`config.mk`:
```
export PLATFORM = sky130hd
export DESIGN_NAME = lcm_top
export DESIGN_NICKNAME = d
export VERILOG_FILES = /design/src/verilog/lcm_pkg.sv /design/src/verilog/lcm_sync.sv /design/src/verilog/lcm_pair_check.sv /design/src/verilog/lcm_top.sv
export VERILOG_INCLUDE_DIRS = /design/src /design/src/verilog
export SDC_FILE = /design/constraint.sdc
export NUM_CORES = 1
export LEC_CHECK = 0
export BUFFER_PORTS_ARGS = -buffer_cell sky130_fd_sc_hd__buf_2
export CAP_MARGIN = 40
export CORE_ASPECT_RATIO = 0.6
export CORE_MARGIN = 2
export CORE_UTILIZATION = 40
export DETAILED_ROUTE_END_ITERATION = 16
export PLACE_DENSITY = 0.68
export SLEW_MARGIN = 40
export SYNTH_ARGS = -nofsm -noshare
export SYNTH_HDL_FRONTEND = slang
export SYNTH_SLANG_ARGS = --single-unit
```
`constraint.sdc`:
```
create_clock -name pclk -period 4.9 [get_ports pclk]
set_clock_uncertainty 0.15 [all_clocks]
set_input_delay 0.245 -clock pclk [delete_from_list [all_inputs] [get_ports pclk]]
set_output_delay 0.245 -clock pclk [all_outputs]
set_load 0.02 [all_outputs]
```
`src/verilog/lcm_map.svh`:
```
// Constants for the light curtain muting supervisor: register map, fields, resets, timing.
// Assumes a 125 MHz pclk and a one millisecond controller scan tick.
`ifndef LCM_MAP_SVH
`define LCM_MAP_SVH

// ==========================================================================
// Register offsets
`define LCM_OFS_CTRL 12'h000
`define LCM_OFS_SYNC 12'h004
`define LCM_OFS_MUTE 12'h008
`define LCM_OFS_DISC 12'h00c
`define LCM_OFS_STAT 12'h010

// ==========================================================================
// Control fields
`define LCM_CTRL_RUN 0
`define LCM_CTRL_FWD4 1
`define LCM_CTRL_OVR_DUAL 2

// ==========================================================================
// Reset values
`define LCM_CTRL_RST 3'h0
`define LCM_SYNC_RST 16'h0bb8
`define LCM_MUTE_RST 8'h78
`define LCM_DISC_RST 8'h1e

// ==========================================================================
// Timing
`define LCM_CLK_MHZ 125
`define LCM_SCAN_US 1000
`define LCM_SCAN_CYCLES (`LCM_SCAN_US * `LCM_CLK_MHZ)
`define LCM_MUTE_STEP_MS 17'h001f4

`endif

```
`src/verilog/lcm_pkg.sv`:
```
// Types shared by the light curtain muting supervisor.
// Assumes lcm_map.svh supplies all numeric constants.
package lcm_pkg;

	// ======================================================================
	// Supervisor states
	typedef enum logic [1:0] {
		LCM_WAIT_OFF,
		LCM_ARMED,
		LCM_FIRST,
		LCM_MUTING
	} lcm_state_e;

	// ======================================================================
	// Field inputs as one carrier
	typedef struct packed {
		logic curtain_a;
		logic curtain_b;
		logic override_a;
		logic override_b;
		logic first_entry_sensor;
		logic second_entry_sensor;
		logic first_exit_sensor;
		logic second_exit_sensor;
	} lcm_inputs_s;

	// ======================================================================
	// Status flags as one carrier
	typedef struct packed {
		logic output_enable;
		logic muting;
		logic fault;
		logic curtain_err;
		logic override_err;
		logic sync_err;
		logic seq_err;
	} lcm_flags_s;

endpackage

```
`src/verilog/lcm_sync.sv`:
```
// Two flip-flop synchroniser for the eight field inputs.
// Assumes the inputs are asynchronous to pclk.
`timescale 1ns/10ps
module lcm_sync
	import lcm_pkg::*;
(
	input wire logic pclk,
	input wire logic presetn,
	input wire logic [7:0] din,
	output logic [7:0] dout
);

	// ======================================================================
	// One two-stage chain per bit
	genvar i;
	generate
		for (i = 0; i < 8; i++) begin : g_bit
			logic meta;
			always_ff @(posedge pclk or negedge presetn) begin
				if (!presetn) begin
					meta <= 1'b0;
					dout[i] <= 1'b0;
				end else begin
					meta <= din[i];
					dout[i] <= meta;
				end
			end
		end
	endgenerate

endmodule

```
`src/verilog/lcm_pair_check.sv`:
```
// Dual-channel input pair monitor with discrepancy timing and latched error.
// Assumes eval pulses once per scan after the pair sample has been refreshed.
`timescale 1ns/10ps
module lcm_pair_check
	import lcm_pkg::*;
(
	input wire logic pclk,
	input wire logic presetn,
	input wire logic eval,
	input wire logic a,
	input wire logic b,
	input wire logic run_start,
	input wire logic [7:0] disc_lim,
	output logic err
);

	logic [7:0] disc_cnt;
	logic seen_off;

	// ======================================================================
	// Discrepancy timer; a zero limit disables the check.
	always_ff @(posedge pclk or negedge presetn) begin
		if (!presetn) begin
			disc_cnt <= 8'h00;
		end else if (eval) begin
			if (a == b) begin
				disc_cnt <= 8'h00;
			end else if (disc_cnt != 8'hff) begin
				disc_cnt <= disc_cnt + 8'h01;
			end
		end
	end

	// ======================================================================
	// Error latch; a new mismatch wins over any clear in the same cycle.
	always_ff @(posedge pclk or negedge presetn) begin
		if (!presetn) begin
			err <= 1'b0;
			seen_off <= 1'b0;
		end else if (eval && a != b && disc_lim != 8'h00 && disc_cnt >= disc_lim) begin
			err <= 1'b1;
			seen_off <= 1'b0;
		end else if (run_start) begin
			err <= 1'b0;
			seen_off <= 1'b0;
		end else if (eval && err) begin
			if (!a && !b) begin
				seen_off <= 1'b1;
			end else if (a && b && seen_off) begin
				err <= 1'b0;
				seen_off <= 1'b0;
			end
		end
	end
endmodule

```
`src/verilog/lcm_top.sv`:
```
// Light curtain muting supervisor with APB register access.
// Assumes field inputs are asynchronous pins and the APB master follows the usual protocol.
//
// Contract
// - Curtain pair mismatch drops enable, sets fault and error; cleared by recovery or restart.
// - Override pair mismatch sets its error; cleared by pair recovery or restart.
// - Synchronisation error stays set until the next valid muting entry.
// - Sequence error stays set until idle-to-run restart.
// - Pending sync or sequence error with curtain blocked drops enable, sets fault; enable stays on while muting with a sequence error pending.
// - Muting starts only while the curtain pair is clear.
// - No muting start while any pair mismatch error is present.
// - Both entry sensors must be seen off before a start sequence.
// - Parallel mode mutes when first entry sensor, then second, turn on.
// - Start delay beyond the sync window raises the synchronisation error.
// - Start sensors in the wrong order raise the sequence error.
// - Curtain blocked before muting is reached drops enable.
// - Either entry sensor turning off ends muting; the code does so in parallel mode only.
// - Muting ends when the maximum muting time elapses.
// - Curtain blocked after muting ended drops enable.
// - Curtain pair mismatch ends muting and drops enable together.
// - Dual override mismatch ends muting and drops enable.
// - Muting is entered again whenever start conditions hold again.
// - While muting, enable stays on with the curtain blocked.
// - Forward four-sensor mode mutes on entry order, ends when first exit clears.
// - Sync window defaults to three seconds.
// - Muting limit in half-second steps up to 127.5 s; zero means unlimited.
// - Sequence checking starts only after all used sensors are seen off.
//
// Local design decisions: the address map and register access over APB.
`timescale 1ns/10ps
`include "lcm_map.svh"
module lcm_top
	import lcm_pkg::*;
#(
	parameter int SCAN_CYCLES = `LCM_SCAN_CYCLES
) (
	input wire logic pclk,
	input wire logic presetn,
	input wire logic psel,
	input wire logic penable,
	input wire logic pwrite,
	input wire logic [11:0] paddr,
	input wire logic [31:0] pwdata,
	output logic [31:0] prdata,
	output logic pready,
	output logic pslverr,
	input wire logic curtain_a,
	input wire logic curtain_b,
	input wire logic override_a,
	input wire logic override_b,
	input wire logic first_entry_sensor,
	input wire logic second_entry_sensor,
	input wire logic first_exit_sensor,
	input wire logic second_exit_sensor,
	output logic output_enable,
	output logic muting_status,
	output logic fault_present,
	output logic curtain_pair_mismatch_error,
	output logic override_mismatch_error,
	output logic sync_error,
	output logic sequence_error
);

	lcm_inputs_s pins_s, snap;
	lcm_state_e state, next_state;
	logic [2:0] ctrl;
	logic [15:0] sync_lim, sync_cnt;
	logic [7:0] mute_lim, disc_lim;
	logic [31:0] scan_cnt, rd_val;
	logic [16:0] mute_cnt, mute_ticks;
	logic tick, eval, run_q, run_start, curtain_act, ovr_bad, start_mute, end_mute;
	logic set_sync, set_seq, exit_seen, wr_en, rd_ok;
	lcm_flags_s flags;

	assign run_start = ctrl[`LCM_CTRL_RUN] && !run_q;
	assign curtain_act = snap.curtain_a && snap.curtain_b;
	assign ovr_bad = ctrl[`LCM_CTRL_OVR_DUAL] && override_mismatch_error;
	assign mute_ticks = 17'(mute_lim) * `LCM_MUTE_STEP_MS;
	assign wr_en = psel && penable && pready && pwrite;

	// ======================================================================
	// Input synchronisers and pair monitors
	lcm_sync u_sync (
		.pclk(pclk),
		.presetn(presetn),
		.din({curtain_a, curtain_b, override_a, override_b, first_entry_sensor,
			second_entry_sensor, first_exit_sensor, second_exit_sensor}),
		.dout(pins_s)
	);

	lcm_pair_check u_curtain (
		.pclk(pclk),
		.presetn(presetn),
		.eval(eval),
		.a(snap.curtain_a),
		.b(snap.curtain_b),
		.run_start(run_start),
		.disc_lim(disc_lim),
		.err(curtain_pair_mismatch_error)
	);

	lcm_pair_check u_override (
		.pclk(pclk),
		.presetn(presetn),
		.eval(eval),
		.a(snap.override_a),
		.b(snap.override_b),
		.run_start(run_start),
		.disc_lim(disc_lim),
		.err(override_mismatch_error)
	);

	// ======================================================================
	// Scan tick; the snapshot is taken on tick and evaluated one clock later.
	always_ff @(posedge pclk or negedge presetn) begin
		if (!presetn) begin
			scan_cnt <= 32'h0;
			tick <= 1'b0;
			eval <= 1'b0;
			snap <= '0;
		end else begin
			tick <= (scan_cnt == 32'(SCAN_CYCLES - 1));
			scan_cnt <= (scan_cnt == 32'(SCAN_CYCLES - 1)) ? 32'h0 : scan_cnt + 32'h1;
			eval <= tick;
			if (tick) begin
				snap <= pins_s;
			end
		end
	end

	// ======================================================================
	// APB slave; one access cycle, unmapped addresses answer with pslverr.
	always_comb begin
		rd_val = 32'h0;
		rd_ok = 1'b1;
		unique case (paddr)
			`LCM_OFS_CTRL: rd_val = {29'h0, ctrl};
			`LCM_OFS_SYNC: rd_val = {16'h0, sync_lim};
			`LCM_OFS_MUTE: rd_val = {24'h0, mute_lim};
			`LCM_OFS_DISC: rd_val = {24'h0, disc_lim};
			`LCM_OFS_STAT: rd_val = {23'h0, state, flags};
			default: rd_ok = 1'b0;
		endcase
	end

	always_ff @(posedge pclk or negedge presetn) begin
		if (!presetn) begin
			pready <= 1'b0;
			pslverr <= 1'b0;
			prdata <= 32'h0;
		end else begin
			pready <= psel && !penable;
			pslverr <= psel && !penable && !rd_ok;
			prdata <= (psel && !penable && !pwrite) ? rd_val : 32'h0;
		end
	end

	always_ff @(posedge pclk or negedge presetn) begin
		if (!presetn) begin
			ctrl <= `LCM_CTRL_RST;
			sync_lim <= `LCM_SYNC_RST;
			mute_lim <= `LCM_MUTE_RST;
			disc_lim <= `LCM_DISC_RST;
		end else if (wr_en) begin
			unique case (paddr)
				`LCM_OFS_CTRL: ctrl <= pwdata[2:0];
				`LCM_OFS_SYNC: sync_lim <= pwdata[15:0];
				`LCM_OFS_MUTE: mute_lim <= pwdata[7:0];
				`LCM_OFS_DISC: disc_lim <= pwdata[7:0];
				default: ;
			endcase
		end
	end

	always_ff @(posedge pclk or negedge presetn) begin
		if (!presetn) begin
			run_q <= 1'b0;
		end else begin
			run_q <= ctrl[`LCM_CTRL_RUN];
		end
	end

	// ======================================================================
	// Muting sequencer; transitions only on eval, except run off and, while muting, a curtain pair error or a dual-mode override error act at once.
	always_comb begin
		next_state = state;
		start_mute = 1'b0;
		end_mute = 1'b0;
		set_sync = 1'b0;
		set_seq = 1'b0;
		if (!ctrl[`LCM_CTRL_RUN]) begin
			next_state = LCM_WAIT_OFF;
		end else if (state == LCM_MUTING && (curtain_pair_mismatch_error || ovr_bad)) begin
			next_state = LCM_WAIT_OFF;
			end_mute = 1'b1;
		end else if (eval) begin
			unique case (state)
				LCM_WAIT_OFF: begin
					if (!snap.first_entry_sensor && !snap.second_entry_sensor &&
						(!ctrl[`LCM_CTRL_FWD4] ||
						(!snap.first_exit_sensor && !snap.second_exit_sensor))) begin
						next_state = LCM_ARMED;
					end
				end
				LCM_ARMED: begin
					if (snap.second_entry_sensor || (ctrl[`LCM_CTRL_FWD4] &&
						(snap.first_exit_sensor || snap.second_exit_sensor))) begin
						set_seq = 1'b1;
						next_state = LCM_WAIT_OFF;
					end else if (snap.first_entry_sensor) begin
						next_state = LCM_FIRST;
					end
				end
				LCM_FIRST: begin
					if (sync_cnt >= sync_lim) begin
						set_sync = 1'b1;
						next_state = LCM_WAIT_OFF;
					end else if (!snap.first_entry_sensor) begin
						next_state = LCM_WAIT_OFF;
					end else if (snap.second_entry_sensor) begin
						if (curtain_act && !curtain_pair_mismatch_error &&
							!override_mismatch_error) begin
							next_state = LCM_MUTING;
							start_mute = 1'b1;
						end else begin
							next_state = LCM_WAIT_OFF;
						end
					end
				end
				LCM_MUTING: begin
					if (mute_lim != 8'h00 && mute_cnt >= mute_ticks) begin
						end_mute = 1'b1;
					end else if (!ctrl[`LCM_CTRL_FWD4] &&
						(!snap.first_entry_sensor || !snap.second_entry_sensor)) begin
						end_mute = 1'b1;
					end else if (ctrl[`LCM_CTRL_FWD4] && exit_seen &&
						!snap.first_exit_sensor) begin
						end_mute = 1'b1;
					end
					if (end_mute) begin
						next_state = LCM_WAIT_OFF;
					end
				end
			endcase
		end
	end

	always_ff @(posedge pclk or negedge presetn) begin
		if (!presetn) begin
			state <= LCM_WAIT_OFF;
		end else begin
			state <= next_state;
		end
	end

	// ======================================================================
	// Scan-rate timers
	always_ff @(posedge pclk or negedge presetn) begin
		if (!presetn) begin
			sync_cnt <= 16'h0;
			mute_cnt <= 17'h0;
			exit_seen <= 1'b0;
		end else if (eval) begin
			sync_cnt <= (state == LCM_FIRST && sync_cnt != 16'hffff) ? sync_cnt + 16'h1 : 16'h0;
			mute_cnt <= (state == LCM_MUTING && mute_cnt != 17'h1ffff) ?
				mute_cnt + 17'h1 : 17'h0;
			exit_seen <= (state == LCM_MUTING) && (exit_seen || snap.first_exit_sensor);
		end
	end

	// ======================================================================
	// Error flags; a new error wins over a clear in the same cycle.
	always_ff @(posedge pclk or negedge presetn) begin
		if (!presetn) begin
			sync_error <= 1'b0;
		end else if (set_sync) begin
			sync_error <= 1'b1;
		end else if (start_mute) begin
			sync_error <= 1'b0;
		end
	end

	always_ff @(posedge pclk or negedge presetn) begin
		if (!presetn) begin
			sequence_error <= 1'b0;
		end else if (set_seq) begin
			sequence_error <= 1'b1;
		end else if (run_start) begin
			sequence_error <= 1'b0;
		end
	end

	// ======================================================================
	// Outputs; enable follows the curtain unless muting holds it on.
	always_ff @(posedge pclk or negedge presetn) begin
		if (!presetn) begin
			output_enable <= 1'b0;
			muting_status <= 1'b0;
			fault_present <= 1'b0;
		end else begin
			muting_status <= (next_state == LCM_MUTING);
			output_enable <= ctrl[`LCM_CTRL_RUN] && !curtain_pair_mismatch_error && !ovr_bad &&
				(muting_status || curtain_act);
			fault_present <= curtain_pair_mismatch_error || override_mismatch_error ||
				((sync_error || sequence_error) && !curtain_act);
		end
	end

	assign flags = '{output_enable, muting_status, fault_present, curtain_pair_mismatch_error,
		override_mismatch_error, sync_error, sequence_error};
endmodule

```
== After elaboration in Yosys (flattened, before gate mapping) ==
Cells that the tools add are included.

* Flip-flop bits (word level): 189
* Input port bits: 57
* Output and inout bits: 41

* Add/subtract/negate cells: 5
* $mul: 1
* $lt $le $gt $ge: 4
* Equal/unequal tests: 19
* Multiplexer cells: 69
* Reduce and logical (&&, ||, !) cells: 92

{| class="wikitable"
|+ Operators by type and width
! operator !! count
|-
| one-hot mux 16 bit (5 select lines) || 1
|-
| 2-to-1 mux 32 bit || 2
|-
| 2-to-1 mux 1 bit || 48
|-
| logical AND 1 bit || 40
|-
| adder 32 x 1 -> 32 bit, second input constant || 1
|-
| equality test 32 x 17 -> 1 bit, second input constant || 1
|-
| 2-to-1 mux 8 bit || 4
|-
| equality test 12 x 4 -> 1 bit, second input constant || 2
|-
| 2-to-1 mux 2 bit || 11
|-
| adder 17 x 1 -> 17 bit, second input constant || 1
|-
| greater-or-equal comparator 17 bit || 1
|-
| zero test 1 bit || 17
|-
| 2-to-1 mux 17 bit || 1
|-
| != test 17 bit, second input constant || 1
|-
| adder 16 x 1 -> 16 bit, second input constant || 1
|-
| adder 8 x 1 -> 8 bit, second input constant || 2
|-
| greater-or-equal comparator 16 bit || 1
|-
| greater-or-equal comparator 8 bit || 2
|-
| 2-to-1 mux 16 bit || 1
|-
| != test 16 bit, second input constant || 1
|-
| != test 8 bit, second input constant || 2
|-
| AND reduction 2 bit || 8
|-
| nonzero test 8 bit || 2
|-
| multiplier 8 x 7 -> 15 bit, second input constant || 1
|-
| 16 further kinds || 38
|}

== Longest topological paths before layout ==
* Word-level depth: 15
* Gate-level depth with buffers: 22
* Depth with buffers taken out: 22

== Modules after synthesis ==
From an unflattened synthesis, not the netlist that was laid out.

* Cell total of the unflattened synthesis: 1037
* Area total of the unflattened synthesis: 10392.5 um2

{| class="wikitable"
|+ Modules (own cells, without submodules)
! module !! times used !! cells an instance !! area an instance (um2)
|-
| lcm_top || 1 || 837 || 8305.5
|-
| lcm_pair_check || 2 || 92 || 843.3
|-
| lcm_sync || 1 || 16 || 400.4
|}

== Worst setup path after synthesis ==
Ideal clock, no wire load.

* Path type: reg2reg
* Start: register mute_lim[0]
* End: register state[0]
* Arrival time: 5.090 ns
* Data required time: 4.654 ns
* Setup slack: -0.436 ns
* Stages on the path, launching flop included: 22
* Buffers on the path: 0
* Period minus slack after synthesis: 5.336 ns
* Cells stage by stage: dfrtp_1 > fa_1 > xor2_1 > ha_1 > fa_1 > inv_1 > fa_1 > inv_1 > ha_1 > nand2_1 > o211ai_1 > o211ai_1 > a221oi_1 > a21o_1 > a21oi_1 > xnor2_1 > ha_1 > nor4_2 > or3b_1 > o311ai_2 > a21oi_2 > a311oi_2

* Longest elaborated chain between the ends: 13
* Elaborated cells on any way between the ends: 14

{| class="wikitable"
|+ Ends and longest elaborated chain
! item !! RTL line !! source
|-
| start: declaration || lcm_top.sv:68 || <nowiki>logic [7:0] mute_lim, disc_lim;</nowiki>
|-
| start signal: assignment || lcm_top.sv:162 || <nowiki>mute_lim <= `LCM_MUTE_RST;</nowiki>
|-
| start signal: assignment || lcm_top.sv:168 || <nowiki>`LCM_OFS_MUTE: mute_lim <= pwdata[7:0];</nowiki>
|-
| multiplier 8 x 7 -> 15 bit (no line) || - ||
|-
| greater-or-equal comparator 17 bit || lcm_top.sv:231 || <nowiki>if (mute_lim != 8'h00 && mute_cnt >= mute_ticks) begin</nowiki>
|-
| logical AND 1 bit (*) || lcm_top.sv:231 ||
|-
| 2-to-1 mux 1 bit (*) || lcm_top.sv:231 ||
|-
| 2-to-1 mux 1 bit (*) || lcm_top.sv:197 || <nowiki>unique case (state)</nowiki>
|-
| 2-to-1 mux 1 bit (*) || lcm_top.sv:196 || <nowiki>end else if (eval) begin</nowiki>
|-
| 2-to-1 mux 1 bit (*) || lcm_top.sv:193 || <nowiki>end else if (state == LCM_MUTING && (curtain_pair_mismatch_error || ovr_bad)) begin</nowiki>
|-
| 2-to-1 mux 1 bit (*) || lcm_top.sv:191 || <nowiki>if (!ctrl[`LCM_CTRL_RUN]) begin</nowiki>
|-
| 2-to-1 mux 2 bit (*) || lcm_top.sv:240 || <nowiki>if (end_mute) begin</nowiki>
|-
| one-hot mux 2 bit (4 select lines) (*) || lcm_top.sv:197 ||
|-
| 2-to-1 mux 2 bit (*) || lcm_top.sv:196 ||
|-
| 2-to-1 mux 2 bit (*) || lcm_top.sv:193 ||
|-
| 2-to-1 mux 2 bit (*) || lcm_top.sv:191 ||
|-
| net next_state[0] || lcm_top.sv:65 || <nowiki>lcm_state_e state, next_state;</nowiki>
|-
| end signal: assignment || lcm_top.sv:252 || <nowiki>state <= next_state;</nowiki>
|-
| end: declaration || lcm_top.sv:65 ||
|}

The timed path passes the listed nets; every way through them passes the cells marked *. The select of a mux whose other input is x is not followed.
A chain may end at the register's enable or synchronous reset.

== Worst setup path after layout ==
* Start: register mute_lim[3]
* End: register state[0]

Same word-level chain as after synthesis.

==> impl_metrics.toml <==
[status]
status = "complete, but fails checks"
violations = "negative setup slack"

[global_routing]
track_usage_pct = 17.73
grt_remaining_overflow = 0
grt_pass1_wl_um = 36920
grt_pass1_vias = 7048
antenna_found_initial = 0
grt_max_degree = 108

[cells_and_area]
diodes = 0
fill_cells = 2271
fin_cells = 1462
fin_nets = 1298
final_cell_area_um2 = 12000
syn2layout_area_growth_pct = 18.66
multi_input_comb_area_um2 = 5401
final_core_util_pct = 47.88
drive_gt1_share_pct = 18.71
seqCellArea_um2 = 4353

[cts]
numCtsBuffers = 17
clkTransAtPathRegs_ns = 0.07
cts_root_buffer = "clkbuf_16"
cts_max_level = 4
ctsLongestPathBuffers = 2
cts.sinks = 173
insertion_delay_ns = 0.44
cts_tree = "done"

[sta]
fmax_mhz = 182.7
fin_crit_ns = 5.475
slew_headroom_pct = 52.18
setup_violations = 3
hold_violations = 0
worstMarginPinSlew_ns = 0.7133
slew_viol_final = 0
finalCritPeriodShare_pct = 111.7
rsz0062_at_grt = "true"
timing.final.ws_setup_ns = -0.5747

[worst_setup_path]
rr_worst_depth = 20
worstSetupStartpointType = "flip-flop"
cp.required_ns = 5.10
arrival_ns = 5.67
cp-end-kind = "flip-flop"
cp_max_fo = 4
crit_type = "flip-flop to flip-flop"

[synth]
yosysSeqAreaShare_pct = 43.01
synth_top_area_cell = "dfrtp_1"
synth_async_sr_flop_share_pct = 100.0
post_synth.cell_area_avg_um2 = 10.26
ys_types = 71
synth_top_area_share_pct = 39.11
ys.flop_type = "dfrtp_1"
yosysMostFrequentCell = "dfrtp_1"
synth_edf_count = 0
syn_area_um2 = 10110
ys_warn_count = 0
synth_cells = 985
ys_ff_latch = 173
synth.top_cells.by_area = "dfrtp_1 (39%), ha_1 (12%), fa_1 (4.2%), dfstp_2 (3.9%), xnor2_1 (3.3%)"
synth_common_cells = "dfrtp_1 (158), ha_1 (100), inv_1 (82), nand2_1 (82), nor2_1 (76)"

[route]
drt_iter0_drc = 618
vias = 7440
wire_per_inst_um = 15.58
drc = 0
viasPerCell = 5.089
totalWireLength_um = 22780
ant_nets = 0
drtPass1Iterations = 5

[placement]
placed_cell_area_um2 = 11060
dp.cells = 1401
io_buffer_count = 65
dp_hpwl_um = 17320
gp_congestion = 0.8507

[power_and_ir_drop]
power.density_nw_per_um2 = 241.3
power_leakage_nw = 5.744
irDropWorstVdd_mv = 0.2614

[die]
die_h_um = 127.1
std_cell_rows = 45
die-area_um2 = 26600
initial_utilization_pct = 40.35
die_width_um = 209.2
core_area_um2 = 25060
io_pins = 98

[job]
cap_violations = 0

[worst_hold_path]
min_delay_path_depth = 3
hp-class = "input port to flip-flop"
report_power, final:
part           switching (mW)  leakage [nW]  internal (mW)
Sequential            0.00234          2.25           1.44
Clock                   0.572         0.279          0.769
Combinational          0.0714          3.22         0.0439
Total                   0.646          5.74           2.25
worst paths after layout:
path | slack, ns | from | endpoint
worst max register to register | -0.57 | mute_lim[3]$_DFFE_PN1P_ | state[0]$_DFF_PN0_
worst min-delay path | 0.04 | pwrite | prdata[15]$_DFF_PN0_
min in group asynchronous | 0.16 | presetn | prdata[3]$_DFF_PN0_
max in group asynchronous | 3.30 | presetn | scan_cnt[29]$_DFF_PN0_
worst min register to register | 0.20 | u_sync.g_bit[5].meta$_DFF_PN0_ | u_sync.dout[5]$_DFF_PN0_
worst max-delay path | -0.57 | mute_lim[3]$_DFFE_PN1P_ | state[0]$_DFF_PN0_
cell usage in the layout (no fill, tap or decap), types with 27 or more instances in the layout:
cell	synthesis	routed
buf_4	17	41
dfrtp_1	158	154
xnor2_1	38	38
nand3_1	43	43
xor2_1	36	36
nor2_1	76	76
nand2_1	82	81
o21ai_0	62	61
ha_1	100	97
inv_1	82	79
a21oi_1	33	31
dlygate4sd3_1	0	27
buf_2	4	64
what timing repair did:
item | in CTS | in global routing
resized for setup | 5 | 7
hold buffers | 27 | 0
setup buffers | 0 | 1
endpoints found under the hold margin | 135 | 0
endpoints found under the setup margin | 3 | 3
gates cloned | 0 | 0
pin swaps | 13 | 8
per-stage QoR:
step,power [mW],setup TNS (ns),hold WS [ns],setup WS [ns]
detailed placement,1.561,-1.794,0.1847,-0.5990
finish,2.895,-1.660,0.04110,-0.5747
global placement,1.560,-1.411,0.1866,-0.4874
CTS,2.931,-1.675,0.04741,-0.5879
global route,3.007,-2.319,0.04840,-0.7904
floorplan,1.509,-0.7201,-0.2006,-0.2553
worst max-delay path, stage by stage, from the launching register on:
cell and delay (ns):
dfstp_2 0.58, inv_2 0.08, fa_1 0.54, inv_1 0.05, fa_1 0.53, fa_1 0.43, ha_1 0.30, ha_1 0.21
buf_4 0.14, or2_2 0.27, a21oi_1 0.21, o31ai_1 0.11, a21oi_1 0.21, xor2_1 0.22, ha_1 0.31, a21oi_2 0.15
a21boi_1 0.09, or3b_4 0.39, o311ai_4 0.08, a21oi_2 0.08, a311oi_2 0.24
layer usage:
metal  wire length, µm  vias up  track usage (%)
met4               351        0            5.000
met2              8512      182            22.65
met1             12440     3580            28.50
met3              1481       24            4.769
li1                  -     3654                -
met5                 0        -                0
cells by family after synthesis:
| logic type | synth area share [%] |
|---|---|
| xor gates and xnor gates | 6.411 |
| DFF | 43.01 |
| other | 0.03709 |
| muxes | 2.203 |
| and+or+nand+nor | 16.61 |
| buffers and inverters | 5.136 |
| adders and majority gates | 16.53 |
| AOI/OAI and AO/OA | 10.06 |
state kept, by name, indices dropped and copies added, names as in the netlist, 2 cells and up:
register             cells
scan_cnt                32
mute_cnt                17
prdata                  16
sync_cnt                16
sync_lim                16
disc_lim                 8
mute_lim                 8
snap                     8
u_curtain.disc_cnt       8
u_override.disc_cnt      8
u_sync.dout              8
u_sync.g_bit.meta        8
ctrl                     3
state                    2
layout make-up:
type	instances	area share, %
clock buffers	20	3.723
clock inverters	12	1.126
multi-input cells	712	45.03
well taps	329	3.431
inverters	82	2.566
flip-flops and latches	173	36.28
repair buffers	134	7.843
Note: power is estimated with default switching activity, not from simulation.
